`config.mk`:
```
export PLATFORM = sky130hd
export DESIGN_NAME = lpa_link_partner_ability
export DESIGN_NICKNAME = d
export VERILOG_FILES = /design/src/verilog/lpa_pkg.sv /design/src/verilog/lpa_link_partner_ability.sv /design/src/verilog/lpa_word_reg.sv /design/src/verilog/lpa_cor_flag.sv
export VERILOG_INCLUDE_DIRS = /design/src /design/src/verilog
export SDC_FILE = /design/constraint.sdc
export NUM_CORES = 1
export LEC_CHECK = 0
export BUFFER_PORTS_ARGS = -buffer_cell sky130_fd_sc_hd__buf_2
export CAP_MARGIN = 40
export CORE_MARGIN = 3
export CORE_UTILIZATION = 45
export CTS_CLUSTER_SIZE = 24
export DETAILED_ROUTE_END_ITERATION = 6
export GPL_TIMING_DRIVEN = 0
export PLACE_DENSITY = 0.74
export SLEW_MARGIN = 30
export SYNTH_ARGS = -nofsm -noshare
export SYNTH_HDL_FRONTEND = slang
export SYNTH_HIERARCHICAL = 1
export SYNTH_SLANG_ARGS = --single-unit
export TNS_END_PERCENT = 50
```
`constraint.sdc`:
```
create_clock -name i_ref_clk -period 1.1 [get_ports i_ref_clk]
set_input_delay 0.165 -clock i_ref_clk [delete_from_list [all_inputs] [get_ports i_ref_clk]]
set_output_delay 0.165 -clock i_ref_clk [all_outputs]
set_load 0.02 [all_outputs]
```
`src/verilog/lpa_defines.svh`:
```
// Constants for the link partner ability capture block.
// Assumes a 5-bit management address and 16-bit management data.
`ifndef LPA_DEFINES_SVH
`define LPA_DEFINES_SVH

`define LPA_ADDR_PARTNER 5'h05
`define LPA_ADDR_EXPANSION 5'h06
`define LPA_WORD_RESET 16'h0000
`define LPA_BIT_MORE_PAGES 15
`define LPA_BIT_ACK 14
`define LPA_BIT_REMOTE_FAULT 13
`define LPA_BIT_MESSAGE_PAGE 13
`define LPA_BIT_RESERVED 12
`define LPA_BIT_CAN_COMPLY 12
`define LPA_BIT_ASYM_PAUSE 11
`define LPA_BIT_TOGGLE 11
`define LPA_BIT_SYM_PAUSE 10
`define LPA_BASE_RSVD_MASK 16'h1000
`define LPA_EXP_BIT_PARTNER_NP 3
`define LPA_EXP_BIT_PAGE_RX 1
`define LPA_EXP_BIT_PARTNER_AN 0

`endif

```
`src/verilog/lpa_pkg.sv`:
```
// Types shared by the link partner ability capture block.
// Assumes lpa_defines.svh carries all numeric constants.
package lpa_pkg;

    typedef enum logic {
        LPA_VIEW_BASE,
        LPA_VIEW_NEXT
    } lpa_view_e;

    typedef logic [15:0] lpa_word_t;

endpackage : lpa_pkg

```
`src/verilog/lpa_link_partner_ability.sv`:
```
// Link partner ability capture: base and next page views at one address.
// Assumes the auto-negotiation engine on the same clock delivers each
// received link code word as a one-cycle strobe with the word beside it.
//
// How it works
// - Address 0x05 reads the received partner ability word; resets to zero.
// - With next pages supported, next page replaces base view after completion.
// - Bit 15 shows partner request for more pages in both views.
// - Bit 14 is the partner acknowledge, taken only from received bursts.
// - Base view bit 13 shows partner remote fault.
// - Base view bits 11 and 10 show asymmetric and symmetric pause.
// - Base view bits 9 to 5 show partner technology abilities.
// - Base view bits 4 to 0 hold the received selector, reset zero.
// - Base view bit 12 always reads zero.
// - Next view bit 13 marks message page versus unformatted page.
// - Next view bit 12 shows partner can comply with message.
// - Next view bit 11 is the received toggle bit.
// - Next view bits 10 to 0 hold the received code, reset zero.
// - Expansion page received flag clears on read.
//
// Our own choice: the address-and-strobe port.
`include "lpa_defines.svh"

module lpa_link_partner_ability
    import lpa_pkg::*;
#(
    parameter int ADDR_W = 5
)
(
    // Clock and reset
    input wire logic i_ref_clk,
    input wire logic i_rst_b,
    // Management register port
    input wire logic [ADDR_W-1:0] i_addr,
    input wire logic [15:0] i_wr_data,
    input wire logic i_wr,
    input wire logic i_rd,
    output logic [15:0] o_rd_data,
    // Auto-negotiation engine
    input wire logic i_page_valid,
    input wire logic [15:0] i_page_word,
    input wire logic i_an_complete,
    input wire logic i_np_enable,
    input wire logic i_an_restart,
    // Status
    output logic o_next_page_view,
    output logic o_page_received
);

    generate
        if (ADDR_W < 3)
        begin : g_bad_addr
            $error("lpa_link_partner_ability: ADDR_W too small");
        end
    endgenerate

    lpa_word_t base_q;
    lpa_word_t next_q;
    lpa_word_t shown;
    logic base_load;
    logic next_load;
    logic page_rx;
    logic partner_an_able;
    logic hit_partner;
    logic hit_expansion;
    lpa_view_e view_r;
    lpa_view_e view_nxt;
    logic [15:0] rd_data_r;
    logic [15:0] rd_data_nxt;
    logic view_out_r;
    logic page_out_r;

    assign hit_partner = (i_addr == ADDR_W'(`LPA_ADDR_PARTNER));
    assign hit_expansion = (i_addr == ADDR_W'(`LPA_ADDR_EXPANSION));

    // Pages seen before completion are base pages, later ones next pages only while next pages are enabled
    assign base_load = i_page_valid && !i_an_complete;
    assign next_load = i_page_valid && i_an_complete && i_np_enable;

    // Word taken whole from the bursts; the write port feeds nothing here
    lpa_word_reg #(
        .W(16)
    ) u_base (
        .i_ref_clk(i_ref_clk),
        .i_rst_b(i_rst_b),
        .i_load(base_load),
        .i_clear(i_an_restart),
        .i_d(i_page_word),
        .o_q(base_q)
    );

    lpa_word_reg #(
        .W(16)
    ) u_next (
        .i_ref_clk(i_ref_clk),
        .i_rst_b(i_rst_b),
        .i_load(next_load),
        .i_clear(i_an_restart),
        .i_d(i_page_word),
        .o_q(next_q)
    );

    // A page arriving with the read still sets the flag
    lpa_cor_flag u_page_rx (
        .i_ref_clk(i_ref_clk),
        .i_rst_b(i_rst_b),
        .i_set(i_page_valid),
        .i_clr(i_rd && hit_expansion),
        .o_q(page_rx)
    );

    lpa_cor_flag u_an_able (
        .i_ref_clk(i_ref_clk),
        .i_rst_b(i_rst_b),
        .i_set(base_load),
        .i_clr(i_an_restart),
        .o_q(partner_an_able)
    );

    // View selection
    always_comb
    begin
        view_nxt = view_r;
        case (view_r)
            LPA_VIEW_BASE:
            begin
                if (next_load)
                begin
                    view_nxt = LPA_VIEW_NEXT;
                end
            end
            LPA_VIEW_NEXT:
            begin
                if (i_an_restart || !i_np_enable)
                begin
                    view_nxt = LPA_VIEW_BASE;
                end
            end
            default:
            begin
                view_nxt = LPA_VIEW_BASE;
            end
        endcase
    end

    // Base view masks the reserved bit; the next view reuses it
    always_comb
    begin
        if (view_r == LPA_VIEW_NEXT)
        begin
            shown = next_q;
        end
        else
        begin
            shown = base_q & ~(`LPA_BASE_RSVD_MASK);
        end
    end

    // Read data lives one cycle only; writes never reach storage
    always_comb
    begin
        rd_data_nxt = 16'h0000;
        if (i_rd && hit_partner)
        begin
            rd_data_nxt = shown;
        end
        else if (i_rd && hit_expansion)
        begin
            rd_data_nxt[`LPA_EXP_BIT_PARTNER_NP] = base_q[`LPA_BIT_MORE_PAGES];
            rd_data_nxt[`LPA_EXP_BIT_PAGE_RX] = page_rx;
            rd_data_nxt[`LPA_EXP_BIT_PARTNER_AN] = partner_an_able;
        end
    end

    always_ff @(posedge i_ref_clk or negedge i_rst_b)
    begin
        if (!i_rst_b)
        begin
            view_r <= LPA_VIEW_BASE;
            rd_data_r <= `LPA_WORD_RESET;
            view_out_r <= 1'b0;
            page_out_r <= 1'b0;
        end
        else
        begin
            view_r <= view_nxt;
            rd_data_r <= rd_data_nxt;
            view_out_r <= (view_nxt == LPA_VIEW_NEXT);
            page_out_r <= page_rx;
        end
    end

    assign o_rd_data = rd_data_r;
    assign o_next_page_view = view_out_r;
    assign o_page_received = page_out_r;
endmodule : lpa_link_partner_ability

```
`src/verilog/lpa_word_reg.sv`:
```
// Capture register for one received link code word.
// Assumes load and clear come from logic on the same clock.
module lpa_word_reg
    import lpa_pkg::*;
#(
    parameter int W = 16
)
(
    // Clock and reset
    input wire logic i_ref_clk,
    input wire logic i_rst_b,
    // Control
    input wire logic i_load,
    input wire logic i_clear,
    input wire logic [W-1:0] i_d,
    // Stored word
    output logic [W-1:0] o_q
);

    generate
        if (W < 1)
        begin : g_bad_width
            $error("lpa_word_reg: W must be at least 1");
        end
    endgenerate

    logic [W-1:0] q_r;
    logic [W-1:0] q_nxt;

    always_comb
    begin
        q_nxt = q_r;
        if (i_load)
        begin
            q_nxt = i_d;
        end
        else if (i_clear)
        begin
            q_nxt = '0;
        end
    end

    always_ff @(posedge i_ref_clk or negedge i_rst_b)
    begin
        if (!i_rst_b)
        begin
            q_r <= '0;
        end
        else
        begin
            q_r <= q_nxt;
        end
    end

    assign o_q = q_r;

endmodule : lpa_word_reg

```
`src/verilog/lpa_cor_flag.sv`:
```
// Sticky flag set by hardware, cleared by a read; a set beats a clear.
// Assumes both inputs are single-cycle pulses on the same clock.
module lpa_cor_flag
    import lpa_pkg::*;
(
    // Clock and reset
    input wire logic i_ref_clk,
    input wire logic i_rst_b,
    // Events
    input wire logic i_set,
    input wire logic i_clr,
    // Flag
    output logic o_q
);

    logic q_r;
    logic q_nxt;

    always_comb
    begin
        q_nxt = q_r;
        if (i_set)
        begin
            q_nxt = 1'b1;
        end
        else if (i_clr)
        begin
            q_nxt = 1'b0;
        end
    end

    always_ff @(posedge i_ref_clk or negedge i_rst_b)
    begin
        if (!i_rst_b)
        begin
            q_r <= 1'b0;
        end
        else
        begin
            q_r <= q_nxt;
        end
    end

    assign o_q = q_r;

endmodule : lpa_cor_flag

```
* Yosys cells after proc, flatten, opt, wreduce, memory -nomap -nowiden
Index checks and enable logic that the tools add are counted.
W data, S select, Z words.
** Cells by class
- Equality and inequality tests :: 2
- Multiplexer cells :: 17
- Bitwise gates (word level) :: 1
- Reductions and logical operators :: 11
** Operator list (count)
- $mux W16 :: 4
- $mux W12 :: 1
- $eq A5 B3 Y1 const B :: 2
- $mux W1 :: 9
- $reduce_bool A2 Y1 :: 3
- $logic_and A1 B1 Y1 :: 5
- $mux W2 :: 2
- $logic_not A1 Y1 :: 2
- $pmux W1 S2 :: 1
- $logic_or A1 B1 Y1 :: 1
- $not A1 Y1 :: 1
** Storage, ports and cells
- Register bits :: 52
- Input port bits :: 45
- Output and inout port bits :: 18
- Logic and storage cells :: 38

* Depth between registers and ports, before layout
- Depth after elaboration :: 4
- Gate-level depth with buffers :: 5
- Mapped depth without buffers :: 4

* By module
The synthesis kept the hierarchy.
** Modules (own cells, without submodules)
- lpa_word_reg :: times used 2, cells each 36, area an instance 595.6 um^2
- lpa_link_partner_ability :: times used 1, cells each 62, area an instance 805.8 um^2
- lpa_cor_flag :: times used 2, cells each 3, area an instance 36.3 um^2

* Least setup slack after synthesis
OpenSTA, ideal clock, no wires.
- Kind :: register -> register
- Start point :: register, netlist name o_next_page_view
- End point :: register rd_data_r[10], in the netlist o_rd_data[10]
- Setup time :: 0.119 ns
- Arrival time :: 1.227 ns
- Path slack :: -0.246 ns
- Stages on the path, launching flop included :: 5
- Cell sequence :: dfrtp_1 buf_2 buf_2 mux2i_1 nor2_2
** RTL lines
- end signal, assigned :: line lpa_link_partner_ability.sv:180 : rd_data_r <= `LPA_WORD_RESET;
- end signal, assigned :: line lpa_link_partner_ability.sv:187 : rd_data_r <= rd_data_nxt;
- end, declared :: line lpa_link_partner_ability.sv:68 : logic [15:0] rd_data_r;

* Final worst setup path
- Start point :: register view_out_r, in the netlist o_next_page_view
- End point :: output port o_next_page_view
** RTL lines
- start, declared :: line lpa_link_partner_ability.sv:70 : logic view_out_r;
- start signal, assigned :: line lpa_link_partner_ability.sv:188 : view_out_r <= (view_nxt == LPA_VIEW_NEXT);
- end, declared :: line lpa_link_partner_ability.sv:46 : output logic o_next_page_view,
No word-level cell between the ends.

==> run metrics <==
largest net degree at the start of global routing 52; Critical-path top delay cell dfrtp_2; Mapped Nets 183; Max Clk Rate 944 MHz; Avg Inst Size Synth 14.8 µm²; ant diodes 0; Leakage Power 1.21 nW; routability congestion estimate 0.713; clk root buf clkbuf_8; GRT Overall Usage 0.171; status complete, no violations; Die Y 73.3 µm; # DRC 0; CTS Buffer Depth 2; Max Slew Vio Count 0; grt ovf 0; Worst-Skew Late Latency 0.31 ns; commonest non-fill, non-tap cell in the layout dfrtp_1; CP startpoint o_next_page_view$_DFF_PN0_; Synth Cell Area 0.00204 mm²; input/output buffers 45; vias per cell 5.36; PD cells 1400 mW/mm²; Cells after Synth 138; critical-path cell list buf_2; CTS buffer count 5; WP depth 1; slew of the pin with the lowest slew margin 0.611 ns; Reg clk slew, reported paths 0.09 ns; placement row count 23; RR Endpoint o_rd_data[2]$_DFF_PN0_; setup TNS 0 ns; Arr. time, crit path 0.89 ns; CTS Sinks 51; post-DP HPWL 2.89 mm; CP Launch Type flop; worst path required time 0.94 ns; Critical Path Max Stage Delay 0.43 ns; Initial Util 0.488; final hold vios 0; drt first pass iters 4; final worst-path cycle share 0.963; first-pass GRT wire length 6.81 mm; I/O pins 63; Top delay family on crit path flip-flops; Die Width 73.3 µm; WL/cell 17.1 µm; Layout Nets 235; vias 1291; number of global-route vias before repair 1384; Max-Cap Viols 0; clock period minus worst slack 1.06 ns; Hold WC Path Type input pin to flop; crit path capture o_next_page_view; Slew HR 0.593; Crit Path Class flop to output port; Gate power share 0.104; CP bufs+invs 1; DRT iter0 DRCs 75; Switching Share 0.247; P_sw 0.841 mW; clk_skew 0.00744 ns; most frequent cells in the layout dfrtp_1 (50), buf_2 (46), a22o_1 (25); Worst R2R Start o_next_page_view$_DFF_PN0_; part of the power in the clock network 0.310; Min Hold Slack 0.0829 ns; Seq pwr share 0.586; R2R setup slack 0.05 ns; final count of negative-setup-slack endpoints 0; Internal 2.56 mW; layout cells sized above 1 0.435; die footprint 0.00537 mm²; Syn-to-layout area delta 19.7%; fin area 0.00244 mm²; Yosys Warn Count 6; Place WS -0.191 ns; Setup crit end kind output port; core area 0.00417 mm²; H-tree Lvls 2; DRT antenna net count 0; reg2reg path depth 3; Placement Cell Area 0.00234 mm²; WL final 4.13 mm; worst-path fanout max 2; initial antenna violation count 0; VDD IR max 0.893 mV; CTS tree built; Final Power 3.41 mW; Setup WS post-layout 0.0402 ns
## layout make-up
cell class / instances / area [µm²]
well taps: 50 / 62.6
flip-flops and latches: 51 / 1280
plain buffers: 9 / 109
fillers: 330 / 1740
repair buffers: 46 / 238
clock buffers: 5 / 68.8
multi-input cells: 75 / 656
clock inverters: 3 / 18.8
inverters: 2 / 7.51
## power groups by stage
stage	Clock (mW)	Sequential (mW)	Combinational [mW]
after global placement	0	2.02	0.341
after detailed placement	0	2.03	0.354
after CTS	1.11	1.99	0.355
final	1.06	2.00	0.353
after floorplan	0	2.02	0.201
after global routing	1.15	2.01	0.389
## layer usage
layer	global-route usage	up-vias	routed length (µm)
met4	0.0738	0	86
met3	0.0479	5	185
met2	0.273	25	2150
li1	-	604	-
met1	0.216	657	1710
met5	0	-	0
## worst min path at each step
stage,start,to,cells after the start
6_report,i_np_enable,o_next_page_view$_DFF_PN0_,2
5_1_grt,i_page_word[12],u_next/o_q[12]$_DFFE_PN0P_,2
3_3_place_gp,i_np_enable,o_next_page_view$_DFF_PN0_,2
2_1_floorplan,i_rst_b,o_next_page_view$_DFF_PN0_,0
4_1_cts,i_np_enable,o_next_page_view$_DFF_PN0_,2
3_5_place_dp,i_rst_b,o_rd_data[8]$_DFF_PN0_,1
## flip-flops by register name, indices dropped and copies added, names as in the netlist
| signal | cells |
|---|---|
| u_an_able/o_q | 1 |
| o_next_page_view | 1 |
| o_rd_data | 16 |
| o_page_received | 1 |
| u_next/o_q | 16 |
| u_page_rx/o_q | 1 |
| u_base/o_q | 15 |
## timing repair
action | 4_1_cts | 5_1_grt
resized for setup | 0 | 3
setup endpoints to repair | 9 | 3
hold buffers | 1 | 0
endpoints found under the hold margin | 51 | 0
buffers inserted | 0 | 0
## metrics by stage
step	util	cells
floorplan	-	138
finish	0.584	241
global placement	0.560	233
global route	0.584	241
detailed placement	0.561	233
CTS	0.581	241
No activity file was read; power rests on OpenSTA's default activity.
